<file path="config.mk">
export PLATFORM = sky130hd
export DESIGN_NAME = msc_seq_status
export DESIGN_NICKNAME = d
export VERILOG_FILES = /design/src/verilog/msc_pkg.sv /design/src/verilog/msc_decade.sv /design/src/verilog/msc_seq_status.sv
export SDC_FILE = /design/constraint.sdc
export NUM_CORES = 1
export LEC_CHECK = 0
export ABC_AREA = 1
export BUFFER_PORTS_ARGS = -buffer_cell sky130_fd_sc_hd__buf_4
export CORE_MARGIN = 3
export CORE_UTILIZATION = 54
export CTS_CLUSTER_DIAMETER = 50
export DETAILED_ROUTE_END_ITERATION = 10
export GPL_TIMING_DRIVEN = 0
export PLACE_DENSITY = 0.9
export SKIP_LAST_GASP = 1
export SLEW_MARGIN = 5
export SYNTH_ARGS = -nofsm -noshare
export SYNTH_HDL_FRONTEND = slang
export SYNTH_SLANG_ARGS = --single-unit
</file>
<file path="constraint.sdc">
create_clock -name CLK -period 1.9 [get_ports CLK]
set_input_delay 0.38 -clock CLK [delete_from_list [all_inputs] [get_ports CLK]]
set_output_delay 0.38 -clock CLK [all_outputs]
set_load 0.05 [all_outputs]
</file>
<file path="src/verilog/msc_pkg.sv">
package msc_pkg;

  localparam int unsigned MSC_MAX_DIGITS = 13;
  localparam logic [3:0] MSC_DIGITS_MAX = 4'hd;
  localparam logic [3:0] MSC_DIGITS_MIN = 4'h1;
  localparam logic [3:0] MSC_DIGITS_RST = 4'hd;
  localparam logic [15:0] MSC_NPRESET_RST = 16'h0001;
  localparam logic [3:0] MSC_BCD_MAX = 4'h9;
  localparam int unsigned MSC_DECADES = 4;

  localparam logic [1:0] MSC_FMT_BINARY_FWD = 2'h2;

  localparam int unsigned MSC_BIT_SYNC_ERR = 1;
  localparam int unsigned MSC_BIT_OVERRUN = 3;
  localparam int unsigned MSC_BIT_OCC_LOW = 4;
  localparam int unsigned MSC_BIT_OCC_HIGH = 5;
  localparam int unsigned MSC_BIT_COUNT_DONE = 6;

  localparam logic [1:0] MSC_OCC_EMPTY = 2'h0;
  localparam logic [1:0] MSC_OCC_BELOW_HALF = 2'h2;
  localparam logic [1:0] MSC_OCC_ABOVE_HALF = 2'h3;
  localparam logic [1:0] MSC_OCC_FULL = 2'h1;

  typedef enum logic [1:0]
  {
    MSC_IDLE = 2'b00,
    MSC_WAIT = 2'b01,
    MSC_XFER = 2'b11
  } msc_state_t;

endpackage

</file>
<file path="src/verilog/msc_decade.sv">
`timescale 1ns/1ns
`default_nettype none

module msc_decade
  import msc_pkg::*;
(
  input  wire logic       clk,
  input  wire logic       rst,
  input  wire logic       load,
  input  wire logic [3:0] preset,
  input  wire logic       dec,
  output logic [3:0]      value,
  output logic            is_zero
);

  logic [3:0] value_r;
  logic [3:0] value_nxt;

  always_comb
  begin
    value_nxt = value_r;
    if (load)
    begin
      value_nxt = (preset > MSC_BCD_MAX) ? MSC_BCD_MAX : preset;
    end
    else if (dec)
    begin
      value_nxt = (value_r == 4'h0) ? MSC_BCD_MAX : value_r - 4'h1;
    end
  end

  always_ff @(posedge clk or posedge rst)
  begin
    if (rst)
    begin
      value_r <= 4'h0;
    end
    else
    begin
      value_r <= value_nxt;
    end
  end

  assign value = value_r;
  assign is_zero = (value_r == 4'h0);

endmodule // msc_decade

`default_nettype wire

</file>
<file path="src/verilog/msc_seq_status.sv">
// What this block does
// - Store only the programmed digit count per measurement, never below 1 or above 13.
// - Digit counter preset with digit count; its borrow gates the send request.
// - Hold 16-bit count preset in a register, load independent cascaded decades.
// - Four decimal decades, each programmable 0 to 9.
// - Measurement counter end sets status bit 6, all measurements done.
// - Initiate starts counting and stores exactly the programmed measurements.
// - Digit count one stores one digit per measurement.
// - Format setting 2 selects binary, non-reversed read-out.
// - Completion raises service request with count done and occupancy shown.
// - Halt before completion latches sync error and requests service.
// - Storing into full memory latches bit 3 overrun and requests service.
// - Status read clears a latched bit only if its cause ended before.
// - Occupancy bits 4 and 5 are unlatched and follow the memory flags one clock later.
// - After overrun then memory reset, next read still shows latched bits.
// - After memory reset with nothing pending, status reads all zero.
// - Occupancy pattern 10 means memory holds data, below half full.
// - Memory reset, device clear and selected device clear empty memory.
// - Status latch reset pulses on serial poll enable with data accept.
`timescale 1ns/1ns
`default_nettype none

module msc_seq_status
  import msc_pkg::*;
(
  input  wire logic        CLK,
  input  wire logic        RST,
  input  wire logic        INITIATE,
  input  wire logic        HALT,
  input  wire logic        MEM_RESET_CMD,
  input  wire logic        DEV_CLEAR,
  input  wire logic        SEL_DEV_CLEAR,
  input  wire logic [3:0]  DIGIT_COUNT,
  input  wire logic        DIGIT_COUNT_LOAD,
  input  wire logic [15:0] N_PRESET,
  input  wire logic        N_PRESET_LOAD,
  input  wire logic [1:0]  FORMAT_SEL,
  input  wire logic        MEAS_READY,
  input  wire logic        DIGIT_VALID,
  input  wire logic [3:0]  DIGIT_DATA,
  input  wire logic        MEM_EMPTY,
  input  wire logic        MEM_HALF,
  input  wire logic        MEM_FULL,
  input  wire logic        SPOLL_EN,
  input  wire logic        DATA_ACCEPT,
  output logic             DATA_SEND_REQUEST,
  output logic             STORE_STROBE,
  output logic [3:0]       STORE_DIGIT,
  output logic             MEM_CLEAR,
  output logic             BINARY_FORWARD,
  output logic             ACCUMULATING,
  output logic [7:0]       STATUS_BYTE,
  output logic             SERVICE_REQUEST,
  output logic             STATUS_LATCH_RESET
);

  msc_state_t  state_r;
  msc_state_t  state_nxt;
  logic [3:0]  digits_r;
  logic [3:0]  digits_nxt;
  logic [3:0]  dig_cnt_r;
  logic [3:0]  dig_cnt_nxt;
  logic [15:0] npre_r;
  logic [15:0] npre_nxt;
  logic        fmt_r;
  logic        fmt_nxt;
  logic        store_r;
  logic        store_nxt;
  logic [3:0]  sdig_r;
  logic [3:0]  sdig_nxt;
  logic        clr_r;
  logic        clr_nxt;
  logic        done_r;
  logic        done_nxt;
  logic        ovr_r;
  logic        ovr_nxt;
  logic        sync_r;
  logic        sync_nxt;
  logic [7:0]  stb_r;
  logic [7:0]  stb_nxt;
  logic [1:0]  occ;
  logic        mem_clear_req;
  logic        status_read;
  logic        n_load;
  logic        meas_end;
  logic        count_done_to_latch;
  logic        overrun_event;
  logic        sync_event;
  logic        digit_take;
  logic        digit_borrow;
  logic [3:0]  dec_en;
  logic [3:0]  dec_zero;
  logic [3:0]  dec_val [MSC_DECADES];
  logic        n_at_one;

  assign mem_clear_req = MEM_RESET_CMD | DEV_CLEAR | SEL_DEV_CLEAR;
  assign status_read = SPOLL_EN & DATA_ACCEPT;

  // All decades share one load; each upper enable is the lower enable gated by the lower decade's zero, so borrows cascade
  genvar gi;
  generate
    for (gi = 0; gi < MSC_DECADES; gi++)
    begin : g_dec
      if (gi == 0)
      begin : g_lsd
        assign dec_en[gi] = meas_end & ~n_at_one;
      end
      else
      begin : g_upper
        assign dec_en[gi] = dec_en[gi-1] & dec_zero[gi-1];
      end
      msc_decade u_decade
      (
        .clk     (CLK),
        .rst     (RST),
        .load    (n_load),
        .preset  (npre_r[4*gi +: 4]),
        .dec     (dec_en[gi]),
        .value   (dec_val[gi]),
        .is_zero (dec_zero[gi])
      );
    end
  endgenerate

  // Preset 0000 runs the full 10000 measurements, as the cascade wraps through 9999
  assign n_at_one = (dec_val[0] == 4'h1) & (&dec_zero[3:1]);
  assign n_load = (state_r == MSC_IDLE) & INITIATE & ~mem_clear_req;

  // Digit transfer: borrow of the counter ends the request for this measurement
  assign digit_take = (state_r == MSC_XFER) & DIGIT_VALID;
  assign digit_borrow = digit_take & (dig_cnt_r == 4'h1);
  // A write strobe still in flight when the full flag rises is refused by memory, so it counts too
  assign overrun_event = (digit_take | store_r) & MEM_FULL;
  assign meas_end = digit_borrow & ~MEM_FULL;
  assign count_done_to_latch = meas_end & n_at_one;
  assign sync_event = (HALT & (state_r != MSC_IDLE) & ~mem_clear_req) | overrun_event;

  always_comb
  begin
    state_nxt = state_r;
    dig_cnt_nxt = dig_cnt_r;
    store_nxt = 1'b0;
    sdig_nxt = sdig_r;
    unique case (state_r)
      MSC_IDLE:
      begin
        if (n_load)
        begin
          state_nxt = MSC_WAIT;
        end
      end
      MSC_WAIT:
      begin
        if (MEAS_READY)
        begin
          dig_cnt_nxt = digits_r;
          state_nxt = MSC_XFER;
        end
      end
      MSC_XFER:
      begin
        if (digit_take & ~MEM_FULL)
        begin
          store_nxt = 1'b1;
          sdig_nxt = DIGIT_DATA;
          dig_cnt_nxt = dig_cnt_r - 4'h1;
        end
        if (overrun_event)
        begin
          state_nxt = MSC_IDLE;
        end
        else if (digit_borrow)
        begin
          state_nxt = n_at_one ? MSC_IDLE : MSC_WAIT;
        end
      end
    endcase
    if (mem_clear_req | overrun_event | (HALT & (state_r != MSC_IDLE)))
    begin
      state_nxt = MSC_IDLE;
    end
  end

  always_comb
  begin
    digits_nxt = digits_r;
    npre_nxt = npre_r;
    fmt_nxt = (FORMAT_SEL == MSC_FMT_BINARY_FWD);
    clr_nxt = mem_clear_req;
    if (DIGIT_COUNT_LOAD)
    begin
      if (DIGIT_COUNT > MSC_DIGITS_MAX)
      begin
        digits_nxt = MSC_DIGITS_MAX;
      end
      else if (DIGIT_COUNT < MSC_DIGITS_MIN)
      begin
        digits_nxt = MSC_DIGITS_MIN;
      end
      else
      begin
        digits_nxt = DIGIT_COUNT;
      end
    end
    if (N_PRESET_LOAD)
    begin
      npre_nxt = N_PRESET;
    end
  end

  // Set wins over a simultaneous read; a bit whose cause is still present survives the read
  always_comb
  begin
    done_nxt = done_r;
    ovr_nxt = ovr_r;
    sync_nxt = sync_r;
    if (status_read)
    begin
      done_nxt = 1'b0;
      ovr_nxt = MEM_FULL;
      // Sync error raised by an overrun shares its cause, so it survives while memory stays full
      sync_nxt = sync_r & ovr_r & MEM_FULL;
    end
    if (count_done_to_latch)
    begin
      done_nxt = 1'b1;
    end
    if (overrun_event)
    begin
      ovr_nxt = 1'b1;
    end
    if (sync_event)
    begin
      sync_nxt = 1'b1;
    end
  end

  // Occupancy is decoded live from memory but registered, so the status byte shows empty one clock after MEM_EMPTY
  always_comb
  begin
    if (MEM_EMPTY)
    begin
      occ = MSC_OCC_EMPTY;
    end
    else if (MEM_FULL)
    begin
      occ = MSC_OCC_FULL;
    end
    else if (MEM_HALF)
    begin
      occ = MSC_OCC_ABOVE_HALF;
    end
    else
    begin
      occ = MSC_OCC_BELOW_HALF;
    end
  end

  always_comb
  begin
    stb_nxt = 8'h00;
    stb_nxt[MSC_BIT_COUNT_DONE] = done_nxt;
    stb_nxt[MSC_BIT_OVERRUN] = ovr_nxt;
    stb_nxt[MSC_BIT_SYNC_ERR] = sync_nxt;
    stb_nxt[MSC_BIT_OCC_HIGH] = occ[1];
    stb_nxt[MSC_BIT_OCC_LOW] = occ[0];
  end

  always_ff @(posedge CLK or posedge RST)
  begin
    if (RST)
    begin
      state_r <= MSC_IDLE;
      dig_cnt_r <= 4'h0;
      digits_r <= MSC_DIGITS_RST;
      npre_r <= MSC_NPRESET_RST;
      fmt_r <= 1'b0;
      store_r <= 1'b0;
      sdig_r <= 4'h0;
      clr_r <= 1'b0;
      done_r <= 1'b0;
      ovr_r <= 1'b0;
      sync_r <= 1'b0;
      stb_r <= 8'h00;
    end
    else
    begin
      state_r <= state_nxt;
      dig_cnt_r <= dig_cnt_nxt;
      digits_r <= digits_nxt;
      npre_r <= npre_nxt;
      fmt_r <= fmt_nxt;
      store_r <= store_nxt;
      sdig_r <= sdig_nxt;
      clr_r <= clr_nxt;
      done_r <= done_nxt;
      ovr_r <= ovr_nxt;
      sync_r <= sync_nxt;
      stb_r <= stb_nxt;
    end
  end

  assign DATA_SEND_REQUEST = (state_r == MSC_XFER);
  assign STORE_STROBE = store_r;
  assign STORE_DIGIT = sdig_r;
  assign MEM_CLEAR = clr_r;
  assign BINARY_FORWARD = fmt_r;
  assign ACCUMULATING = (state_r != MSC_IDLE);
  assign STATUS_BYTE = stb_r;
  assign SERVICE_REQUEST = done_r | ovr_r | sync_r;
  assign STATUS_LATCH_RESET = status_read;

endmodule // msc_seq_status

`default_nettype wire
</file>
==> out/qor.txt, run 1 <==
routed vias/inst: 5.24
Power Dens Cells: 944 nW/um^2
DRC errors left: 0
reg2reg path depth: 7
RR Endpoint: g_dec[2].u_decade.value[3]
Int Power: 2.08 mW
GRT overflow: 0
TritonCTS Sinks: 54
vias in the first global route: 2,467
initial antenna violation count: 0
Peak VDD IR: 0.000564 V
fmax: 568 MHz
yosys warns: 0
simple-gate portion of the synthesized area: 0.271
flop-to-flop setup slack: 0.34 ns
ys async rst share: 1.00
hold crit path type: in -> async
Setup crit start kind: flip-flop
vias post-DR: 2,597
post-route ant nets: 0
router iterations before antenna repair: 8
routed length per instance: 12.6 microns
CTS tree: yes
fin cells: 496
cell area after synthesis: 2870 sq um
Hold Violations, Final: 0
Die Span X: 78.9 microns
I/O pin count: 61
status: finished clean
postcts setup bufs: 0
crit share post-route: 0.926
post-placement cell area: 3400 sq um
share of cells above drive strength 1: 0.240
max-slew violations: 0
largest family of logic cells by synthesized area: simple AND/OR/NAND/NOR gates
largest net degree at the start of global routing: 32
Tmin final: 1.76 ns
average size of a mapped cell: 7.93 sq um
Slew @ Worst Pin: 0.529 ns
# setup viols final: 0
top_reg_cell synth: dfrtp_1
Diodes inserted: 0
Initial DRC Count: 198
core area: 4940 sq um
gpl congestion: 0.853
Synth Area in Compound Gates: 0.132
Rel. slew slack: 0.647
Synth Instances: 362
Worst Path Max Fanout: 9
Yosys top cell by area: dfrtp_1
GRT Total Usage: 0.211
Placed Instances: 488
RSZ-0062 raised after global routing: no
most frequent cells in the layout: 96 x nand2_1, 62 x buf_4, 50 x dfrtp_1
worst skew pair latency: 0.30 ns
Clock power frac: 0.201
commonest non-fill, non-tap cell in the layout: nand2_1
Data required, critical path: 1.52 ns
reg-to-reg critical path startpoint: dig_cnt_r[1]
CTS H-tree lvls: 2
total power: 3.31 mW
first-pass GRT wire length: 10,600 microns
CTS clock-pin slew for the worst setup and hold paths: 0.10 ns
post-route design area: 3500 sq um
Flop pwr share: 0.466
net switching fraction of the power: 0.373
mux cell area share after synthesis: 0.0157
FF+latch count, synth: 54
Root Buffer: clkbuf_8
Yosys cell types: 36
area grow syn2layout: 22.0%
Die ar.: 6230 sq um
CP arrival: 1.38 ns
xor/xnor share of the synthesized area: 0.00305
CTS buffer count: 5
max-cap violation count: 0
post-synth top area share: 0.436
Post-synth EDFFs: 0
Max Clock Skew: 0.00826 ns
Die Y: 78.9 microns
Logic pwr share: 0.333
fillers: 414
final WL: 6240 microns
Psw: 1.23 mW
Post-DP HPWL: 4670 microns
crit path capture type: output port
Starting Density: 0.581
Core Rows: 25
Worst Setup Path Type: reg -> out
fin nets: 472
leak pwr: 1.83 nW
deepest clock path buffer count: 2
top post-synthesis cells by area: dfrtp_1 44%, nand2_1 13%, o21ai_0 7.8%
# port buffers: 56
post-synthesis adder-cell area fraction: 0.00871
Seq/Total Area, Yosys: 0.472
-- how the worst max path moves through the flow --
stage          slack (ns)                          to  cells after the start       start
2_1_floorplan        0.21              BINARY_FORWARD                      1         RST
3_3_place_gp        -0.43              STATUS_BYTE[4]                      2         RST
3_5_place_dp         0.35  g_dec[0].u_decade.value[2]                      9   DEV_CLEAR
4_1_cts              0.03           DATA_SEND_REQUEST                      3  state_r[0]
5_1_grt              0.06           DATA_SEND_REQUEST                      3  state_r[0]
6_report             0.14           DATA_SEND_REQUEST                      3  state_r[0]
-- metal layers --
metal	wire length, microns	GRT usage
met2	3100	0.370
met5	0	0
met4	91	0.0722
met1	2660	0.265
met3	378	0.0351
-- final cells by class --
type | instances | area [sq um] | share of cell area
plain buffers | 13 | 98.8 | 0.0282
clock buffers | 6 | 82.6 | 0.0236
clock inverters | 2 | 12.5 | 0.00357
inverters | 47 | 183 | 0.0521
multi-input cells | 250 | 1250 | 0.356
flip-flops and latches | 54 | 1360 | 0.387
well taps | 67 | 83.8 | 0.0239
repair buffers | 57 | 440 | 0.126
-- flip-flops by register name, indices dropped and copies added (netlist names) --
signal and count:
g_dec.u_decade.value 16, npre_r 16, STATUS_BYTE 5, STORE_DIGIT 4
dig_cnt_r 4, digits_r 4, state_r 2, BINARY_FORWARD 1
MEM_CLEAR 1, STORE_STROBE 1
-- per-stage QoR --
step                      setup WS [ns]  hold slack [ns]  TNS [ns]   util
after floorplan                   0.212            0.440         0      -
after global placement           -0.430            0.448    -21.40  0.685
after detailed placement          0.347            0.458         0  0.689
after CTS                        0.0337            0.124         0  0.708
after global routing             0.0638            0.136         0  0.709
final                             0.140            0.109         0  0.709
-- power groups by stage --
| stage | logic, mW | registers (mW) | clock network (mW) |
|---|---|---|---|
| final | 1.10 | 1.54 | 0.665 |
| after global routing | 1.27 | 1.57 | 0.719 |
| after CTS | 1.10 | 1.54 | 0.672 |
| after detailed placement | 1.08 | 1.56 | 0 |
| after global placement | 1.03 | 1.55 | 0 |
| after floorplan | 0.817 | 1.53 | 0 |
-- timing repair --
| item | CTS | global route |
|---|---|---|
| gates resized for setup | 0 | 2 |
| hold buffers | 0 | 0 |
| setup endpoints to repair | 0 | 1 |
-- worst max-delay path, cell delays in order (launching register included) --
cell        delay, ns
dfrtp_1          0.49
nand2_2          0.18
clkinvlp_4       0.18
buf_4            0.23
-- synthesized netlist by cell type, drive strengths merged (4+ instances only) --
library cell / count
nand3: 31
inv: 46
nor2: 31
o21ai: 50
mux2: 4
buf: 10
dfstp: 4
dfrtp: 50
nand2: 101
nand4: 6
a21oi: 11
-- cell families (layout without fill, tap and decap cells) --
| logic type | after synthesis | after routing |
|---|---|---|
| buffers and inverters | 60 | 125 |
| flip-flops | 54 | 54 |
| multiplexers | 4 | 4 |
| adder cells (fa/ha/maj) | 2 | 2 |
| AO/OA/AOI/OAI | 70 | 70 |
| AND/OR/NAND/NOR | 170 | 170 |
| XOR/XNOR | 1 | 1 |
| other | 1 | 3 |
(Power assumes the default switching activity.)
==> run 2, diff against run 1 <==
==> constraint.sdc (replaced) <==
create_clock -name CLK -period 1.9 [get_ports CLK]
set_input_delay 0.095 -clock CLK [delete_from_list [all_inputs] [get_ports CLK]]
set_output_delay 0.095 -clock CLK [all_outputs]
set_load 0.05 [all_outputs]
==> run 2 against run 1 <==
Effect of this change:
- core utilization up 3.1 points
- final cell count grew 3.2%
- global-route usage grew 1.8 points
- hold slack got worse by 0.11 ns
- sequential power hardly changed
- non-clock buffer count rose by 16
==> out/qor.txt, run 2 (same netlist as run 1, synthesis figures left out) <==
status: finished clean
crit share post-route: 0.826
Crit-path slowest cell: dfrtp_1
# setup viols final: 0
vias in the first global route: 2,626
post-route design area: 3660 sq um
Max Clock Skew: 0.00644 ns
CTS tree: yes
router iterations before antenna repair: 5
Data required, critical path: 1.80 ns
Diodes inserted: 0
Tmin final: 1.57 ns
share of cells above drive strength 1: 0.227
area taken by multi-input logic gates: 1240 sq um
Peak VDD IR: 0.000587 V
GRT overflow: 0
max-cap violation count: 0
Setup crit start kind: flip-flop
area grow syn2layout: 27.4%
CP bufs+invs: 2
Slew @ Worst Pin: 0.519 ns
pre-CTS worst setup slack: 0.366 ns
worst skew pair latency: 0.30 ns
Critical Path Max Stage Delay: 0.48 ns
largest net degree at the start of global routing: 32
CTS H-tree lvls: 2
# port buffers: 56
vias post-DR: 2,701
Initial DRC Count: 258
Post-Route Setup TNS: 0 ns
Placed Instances: 488
CP arrival: 1.47 ns
post-route ant nets: 0
fillers: 386
Die Span X: 78.9 microns
commonest non-fill, non-tap cell in the layout: nand2_1
I/O pin count: 61
hold crit path type: in -> reg
fmax: 637 MHz
final WL: 6780 microns
Worst Path Max Fanout: 9
GRT Total Usage: 0.229
Final WS setup: 0.331 ns
total power: 3.34 mW
Worst Setup Path Type: reg -> out
deepest clock path buffer count: 2
Power Dens Cells: 912 nW/um^2
fin nets: 488
post-placement cell area: 3400 sq um
Core Rows: 25
leak pwr: 1.90 nW
fin cells: 512
RSZ-0062 raised after global routing: no
core area: 4940 sq um
Hold Violations, Final: 0
TritonCTS Sinks: 54
crit path capture type: output port
max-slew violations: 0
initial antenna violation count: 0
crit-path leading delay family: buffers and inverters
postcts setup bufs: 0
Die ar.: 6230 sq um
crit path cell chain: nand2_1, clkinv_1, buf_4
routed length per instance: 13.2 microns
Rel. slew slack: 0.654
Die Y: 78.9 microns
Starting Density: 0.581
CTS clock-pin slew for the worst setup and hold paths: 0.10 ns
DRC errors left: 0
most frequent cells in the layout: 97 x nand2_1, 62 x buf_4, 50 x dfrtp_1
Root Buffer: clkbuf_8
gpl congestion: 0.853
routed vias/inst: 5.28
Post-DP HPWL: 4670 microns
register area: 1360 sq um
first-pass GRT wire length: 11,400 microns
CTS buffer count: 5
-- run 2: changes by cell type in the layout (fill, tap and decap cells not counted) --
cell           delta
nand2_2           -1
clkinv_1          +1
nand2_1           +1
clkinvlp_4        -1
dlygate4sd3_1    +16
-- run 2: metal layers --
metal  track usage  share of wire  wire [microns]  vias up
met2         0.414           0.51            3470      106
met3        0.0420          0.066             447       13
met1         0.275           0.40            2740     1254
met5             0              0               0        -
met4        0.0722          0.018             119        0
li1              -              -               -     1328
-- run 2: layout make-up --
type / instances / share of cell area
multi-input combinational: 250 / 0.340
clock buffer: 6 / 0.0226
inverter: 47 / 0.0489
buffer: 13 / 0.0270
timing repair buffer: 73 / 0.164
sequential: 54 / 0.371
tap: 67 / 0.0229
clock inverter: 2 / 0.00342
-- run 2: worst min-delay path, delay by kind of cell --
kind	cells	cell delay, ns
AOI/OAI and AO/OA	1	0.06
buffers and inverters	1	0.08
and+or+nand+nor	1	0.04
-- run 2: timing repair --
item	in CTS	in global routing
hold buffers	16	0
gates resized for setup	0	0
hold endpoints to repair	36	0
-- run 2: where the power goes --
group	internal, mW	switching, mW
registers	1.36	0.182
clock network	0.294	0.372
logic	0.442	0.685
total	2.10	1.24
-- run 2: worst paths after layout --
kind	start	endpoint	slack (ns)	cells after the start
max in group asynchronous	RST	digits_r[2]	0.92	4
max reg2reg	dig_cnt_r[1]	g_dec[3].u_decade.value[3]	0.35	8
min in group asynchronous	RST	npre_r[7]	0.38	3
min reg2reg	digits_r[1]	digits_r[1]	0.49	2
max	state_r[0]	DATA_SEND_REQUEST	0.33	3
min	N_PRESET[2]	npre_r[2]	0.001	3
-- run 2: per-stage QoR --
stage / hold slack (ns) / util
2_1_floorplan: 0.156 / -
3_3_place_gp: 0.244 / 0.685
3_5_place_dp: 0.173 / 0.689
4_1_cts: 0.00186 / 0.740
5_1_grt: 0.0123 / 0.740
6_report: 0.000999 / 0.740
==> run 3, diff against run 2 <==
--- a/config.mk
+++ b/config.mk
@@ -5,14 +5,14 @@
 export SDC_FILE = /design/constraint.sdc
 export NUM_CORES = 1
 export LEC_CHECK = 0
-export ABC_AREA = 1
+export ABC_AREA = 0
 export BUFFER_PORTS_ARGS = -buffer_cell sky130_fd_sc_hd__buf_4
 export CORE_MARGIN = 3
 export CORE_UTILIZATION = 54
 export CTS_CLUSTER_DIAMETER = 50
 export DETAILED_ROUTE_END_ITERATION = 10
 export GPL_TIMING_DRIVEN = 0
-export PLACE_DENSITY = 0.9
+export PLACE_DENSITY = 0.91
 export SKIP_LAST_GASP = 1
 export SLEW_MARGIN = 5
 export SYNTH_ARGS = -nofsm -noshare
==> constraint.sdc (replaced) <==
create_clock -name CLK -period 1.45 [get_ports CLK]
set_input_delay 0.0725 -clock CLK [delete_from_list [all_inputs] [get_ports CLK]]
set_output_delay 0.0725 -clock CLK [all_outputs]
set_load 0.05 [all_outputs]
==> run 3 against run 2 <==
Effect of this change:
- the run now ends with setup timing left
- first-iteration DRC count increased by 50%
- register-to-register slack got worse by 0.86 ns
- sequential share of layout area decreased by 3.8 points
- sequential cell count unchanged
- clock skew increased by 0.0089 ns
- synthesized cell count decreased by 25%
- wire length increased by 50%
- core utilization increased by 12 points
- critical endpoint is now g_dec[2].u_decade.value[1]
- largest cell class is now multi-input combinational cells
==> out/qor.txt, run 3 <==
status: complete, but fails checks
violated checks: setup timing
crit-path leading delay family: simple AND/OR/NAND/NOR gates
crit share post-route: 1.35
# port buffers: 56
routed vias/inst: 6.32
vias in the first global route: 2,939
fmax: 511 MHz
Worst Path Max Fanout: 2
largest net degree at the start of global routing: 42
cell area after synthesis: 2690 sq um
Core Rows: 25
worst skew pair latency: 0.33 ns
most frequent cells after synthesis: 50 x dfrtp_1, 32 x nand2_1, 21 x nor2_1
fin cells: 465
max-slew violations: 0
crit path capture type: flip-flop
Seq/Total Area, Yosys: 0.505
routed length per instance: 21.9 microns
Synth Instances: 271
Power Dens Cells: 1010 nW/um^2
Root Buffer: clkbuf_8
RSZ-0062 raised after global routing: yes
Starting Density: 0.565
top_reg_cell synth: dfrtp_1
Rel. slew slack: 0.566
Placed Instances: 397
I/O pin count: 61
Tmin final: 1.96 ns
Initial DRC Count: 388
first-pass GRT wire length: 14,000 microns
core area: 4750 sq um
Post-synth EDFFs: 0
fin nets: 442
Yosys cell types: 51
Setup crit start kind: flip-flop
ys async rst share: 1.00
commonest non-fill, non-tap cell in the layout: buf_4
CP bufs+invs: 2
initial antenna violation count: 0
Data required, critical path: 1.69 ns
Post-DP HPWL: 4500 microns
max-cap violation count: 0
final WL: 10,200 microns
Die Span X: 76.5 microns
top-count cell post-synth: dfrtp_1
share of cells above drive strength 1: 0.432
Final WS setup: -0.507 ns
CTS H-tree lvls: 2
yosys warns: 0
CP arrival: 2.20 ns
most frequent cells in the layout: 92 x buf_4, 45 x dfrtp_1, 31 x nand2_1
area grow syn2layout: 52.6%
Die Y: 76.5 microns
Crit-path slowest cell: or4_1
post-route ant nets: 0
CTS tree: yes
Worst Setup Path Type: reg -> reg
CTS clock-pin slew for the worst setup and hold paths: 0.10 ns
top post-synthesis cells by area: dfrtp_1 47%, mux2_2 6.7%, nand2_1 4.5%
crit path cell chain: inv_2, ha_4, nor3b_4, buf_4, nand4_1, or4_1, a31oi_1
TritonCTS Sinks: 54
average size of a mapped cell: 9.91 sq um
router iterations before antenna repair: 5
gpl congestion: 0.813
Yosys top cell by area: dfrtp_1
FF+latch count, synth: 54
Die ar.: 5850 sq um
hold crit path type: in -> reg
# setup viols final: 22
GRT Total Usage: 0.304
worst hold margin: 0.0133 ns
total power: 4.12 mW
Peak VDD IR: 0.000907 V
Diodes inserted: 0
Critical Path Max Stage Delay: 0.54 ns
leak pwr: 1.89 nW
GRT overflow: 0
DRC errors left: 0
Hold Violations, Final: 0
deepest clock path buffer count: 2
post-synth top area share: 0.466
CTS buffer count: 5
vias post-DR: 2,941
Max Clock Skew: 0.0153 ns
Slew @ Worst Pin: 0.646 ns
[run 3: cell count changes after synthesis, sizes merged, moves of 6 or more]
cell   previous run  this run
nand2           101        32
nor3              0         9
nand3            31        13
inv              46        14
nor2             31        21
nor4              0         6
mux2              4        16
o21ai            50        19
[run 3: logic make-up (layout without fill, tap and decap cells)]
| family | after synthesis | in the layout | share of synthesized area |
|---|---|---|---|
| buffers and inverters | 29 | 154 | 0.0536 |
| muxes | 19 | 19 | 0.0783 |
| AOI/OAI and AO/OA | 55 | 55 | 0.127 |
| DFF | 54 | 54 | 0.505 |
| and+or+nand+nor | 110 | 110 | 0.222 |
| xor gates and xnor gates | 1 | 1 | 0.00326 |
| adders and majority gates | 2 | 2 | 0.00932 |
| other | 1 | 3 | 0.00140 |
[run 3: what timing repair did]
action	4_1_cts	5_1_grt
pin swaps	13	16
resized for setup	34	29
endpoints found under the setup margin	21	24
endpoints found under the hold margin	38	0
gates cloned	1	0
setup buffers	17	18
hold buffers	28	0
[run 3: report_power, final]
| group | internal (mW) | total, mW | switching (mW) |
|---|---|---|---|
| combinational | 0.634 | 1.26 | 0.627 |
| sequential | 1.71 | 2.02 | 0.306 |
| clock | 0.335 | 0.842 | 0.507 |
[run 3: stage by stage]
stage | setup TNS (ns) | instance area, sq um | setup slack (ns) | util
after global routing | -6.67 | 4100 | -0.518 | 0.862
after floorplan | -0.830 | 2750 | -0.181 | -
after global placement | -33.79 | 3250 | -0.607 | 0.683
after CTS | -2.32 | 3860 | -0.258 | 0.811
final | -5.95 | 4100 | -0.507 | 0.862
after detailed placement | -4.54 | 3270 | -0.426 | 0.688
[run 3: layer usage]
| metal | global-route usage | share of wire | up-vias |
|---|---|---|---|
| li1 | - | - | 1211 |
| met1 | 0.327 | 0.34 | 1366 |
| met2 | 0.516 | 0.48 | 259 |
| met3 | 0.0875 | 0.10 | 105 |
| met4 | 0.208 | 0.080 | 0 |
| met5 | 0 | 0 | - |
[run 3: area by class of cell]
class | instances | area [sq um]
inverters | 14 | 57.6
multi-input cells | 190 | 1390
repair buffers | 120 | 1010
fillers | 225 | 657
flip-flops and latches | 54 | 1360
well taps | 67 | 83.8
plain buffers | 13 | 116
clock buffers | 7 | 76.3
[run 3: final timing paths]
check                      depth (start not counted)  slack, ns      startpoint                         end
setup / recovery                                   7      -0.51    dig_cnt_r[1]  g_dec[2].u_decade.value[1]
hold reg to reg                                    2       0.52  STORE_DIGIT[0]              STORE_DIGIT[0]
max in group asynchronous                          4       0.61             RST                   npre_r[0]
min in group asynchronous                          3       0.26             RST                STORE_STROBE
hold / removal                                     2       0.01  DIGIT_COUNT[3]                 digits_r[3]
setup reg to reg                                   7      -0.51    dig_cnt_r[1]  g_dec[2].u_decade.value[1]
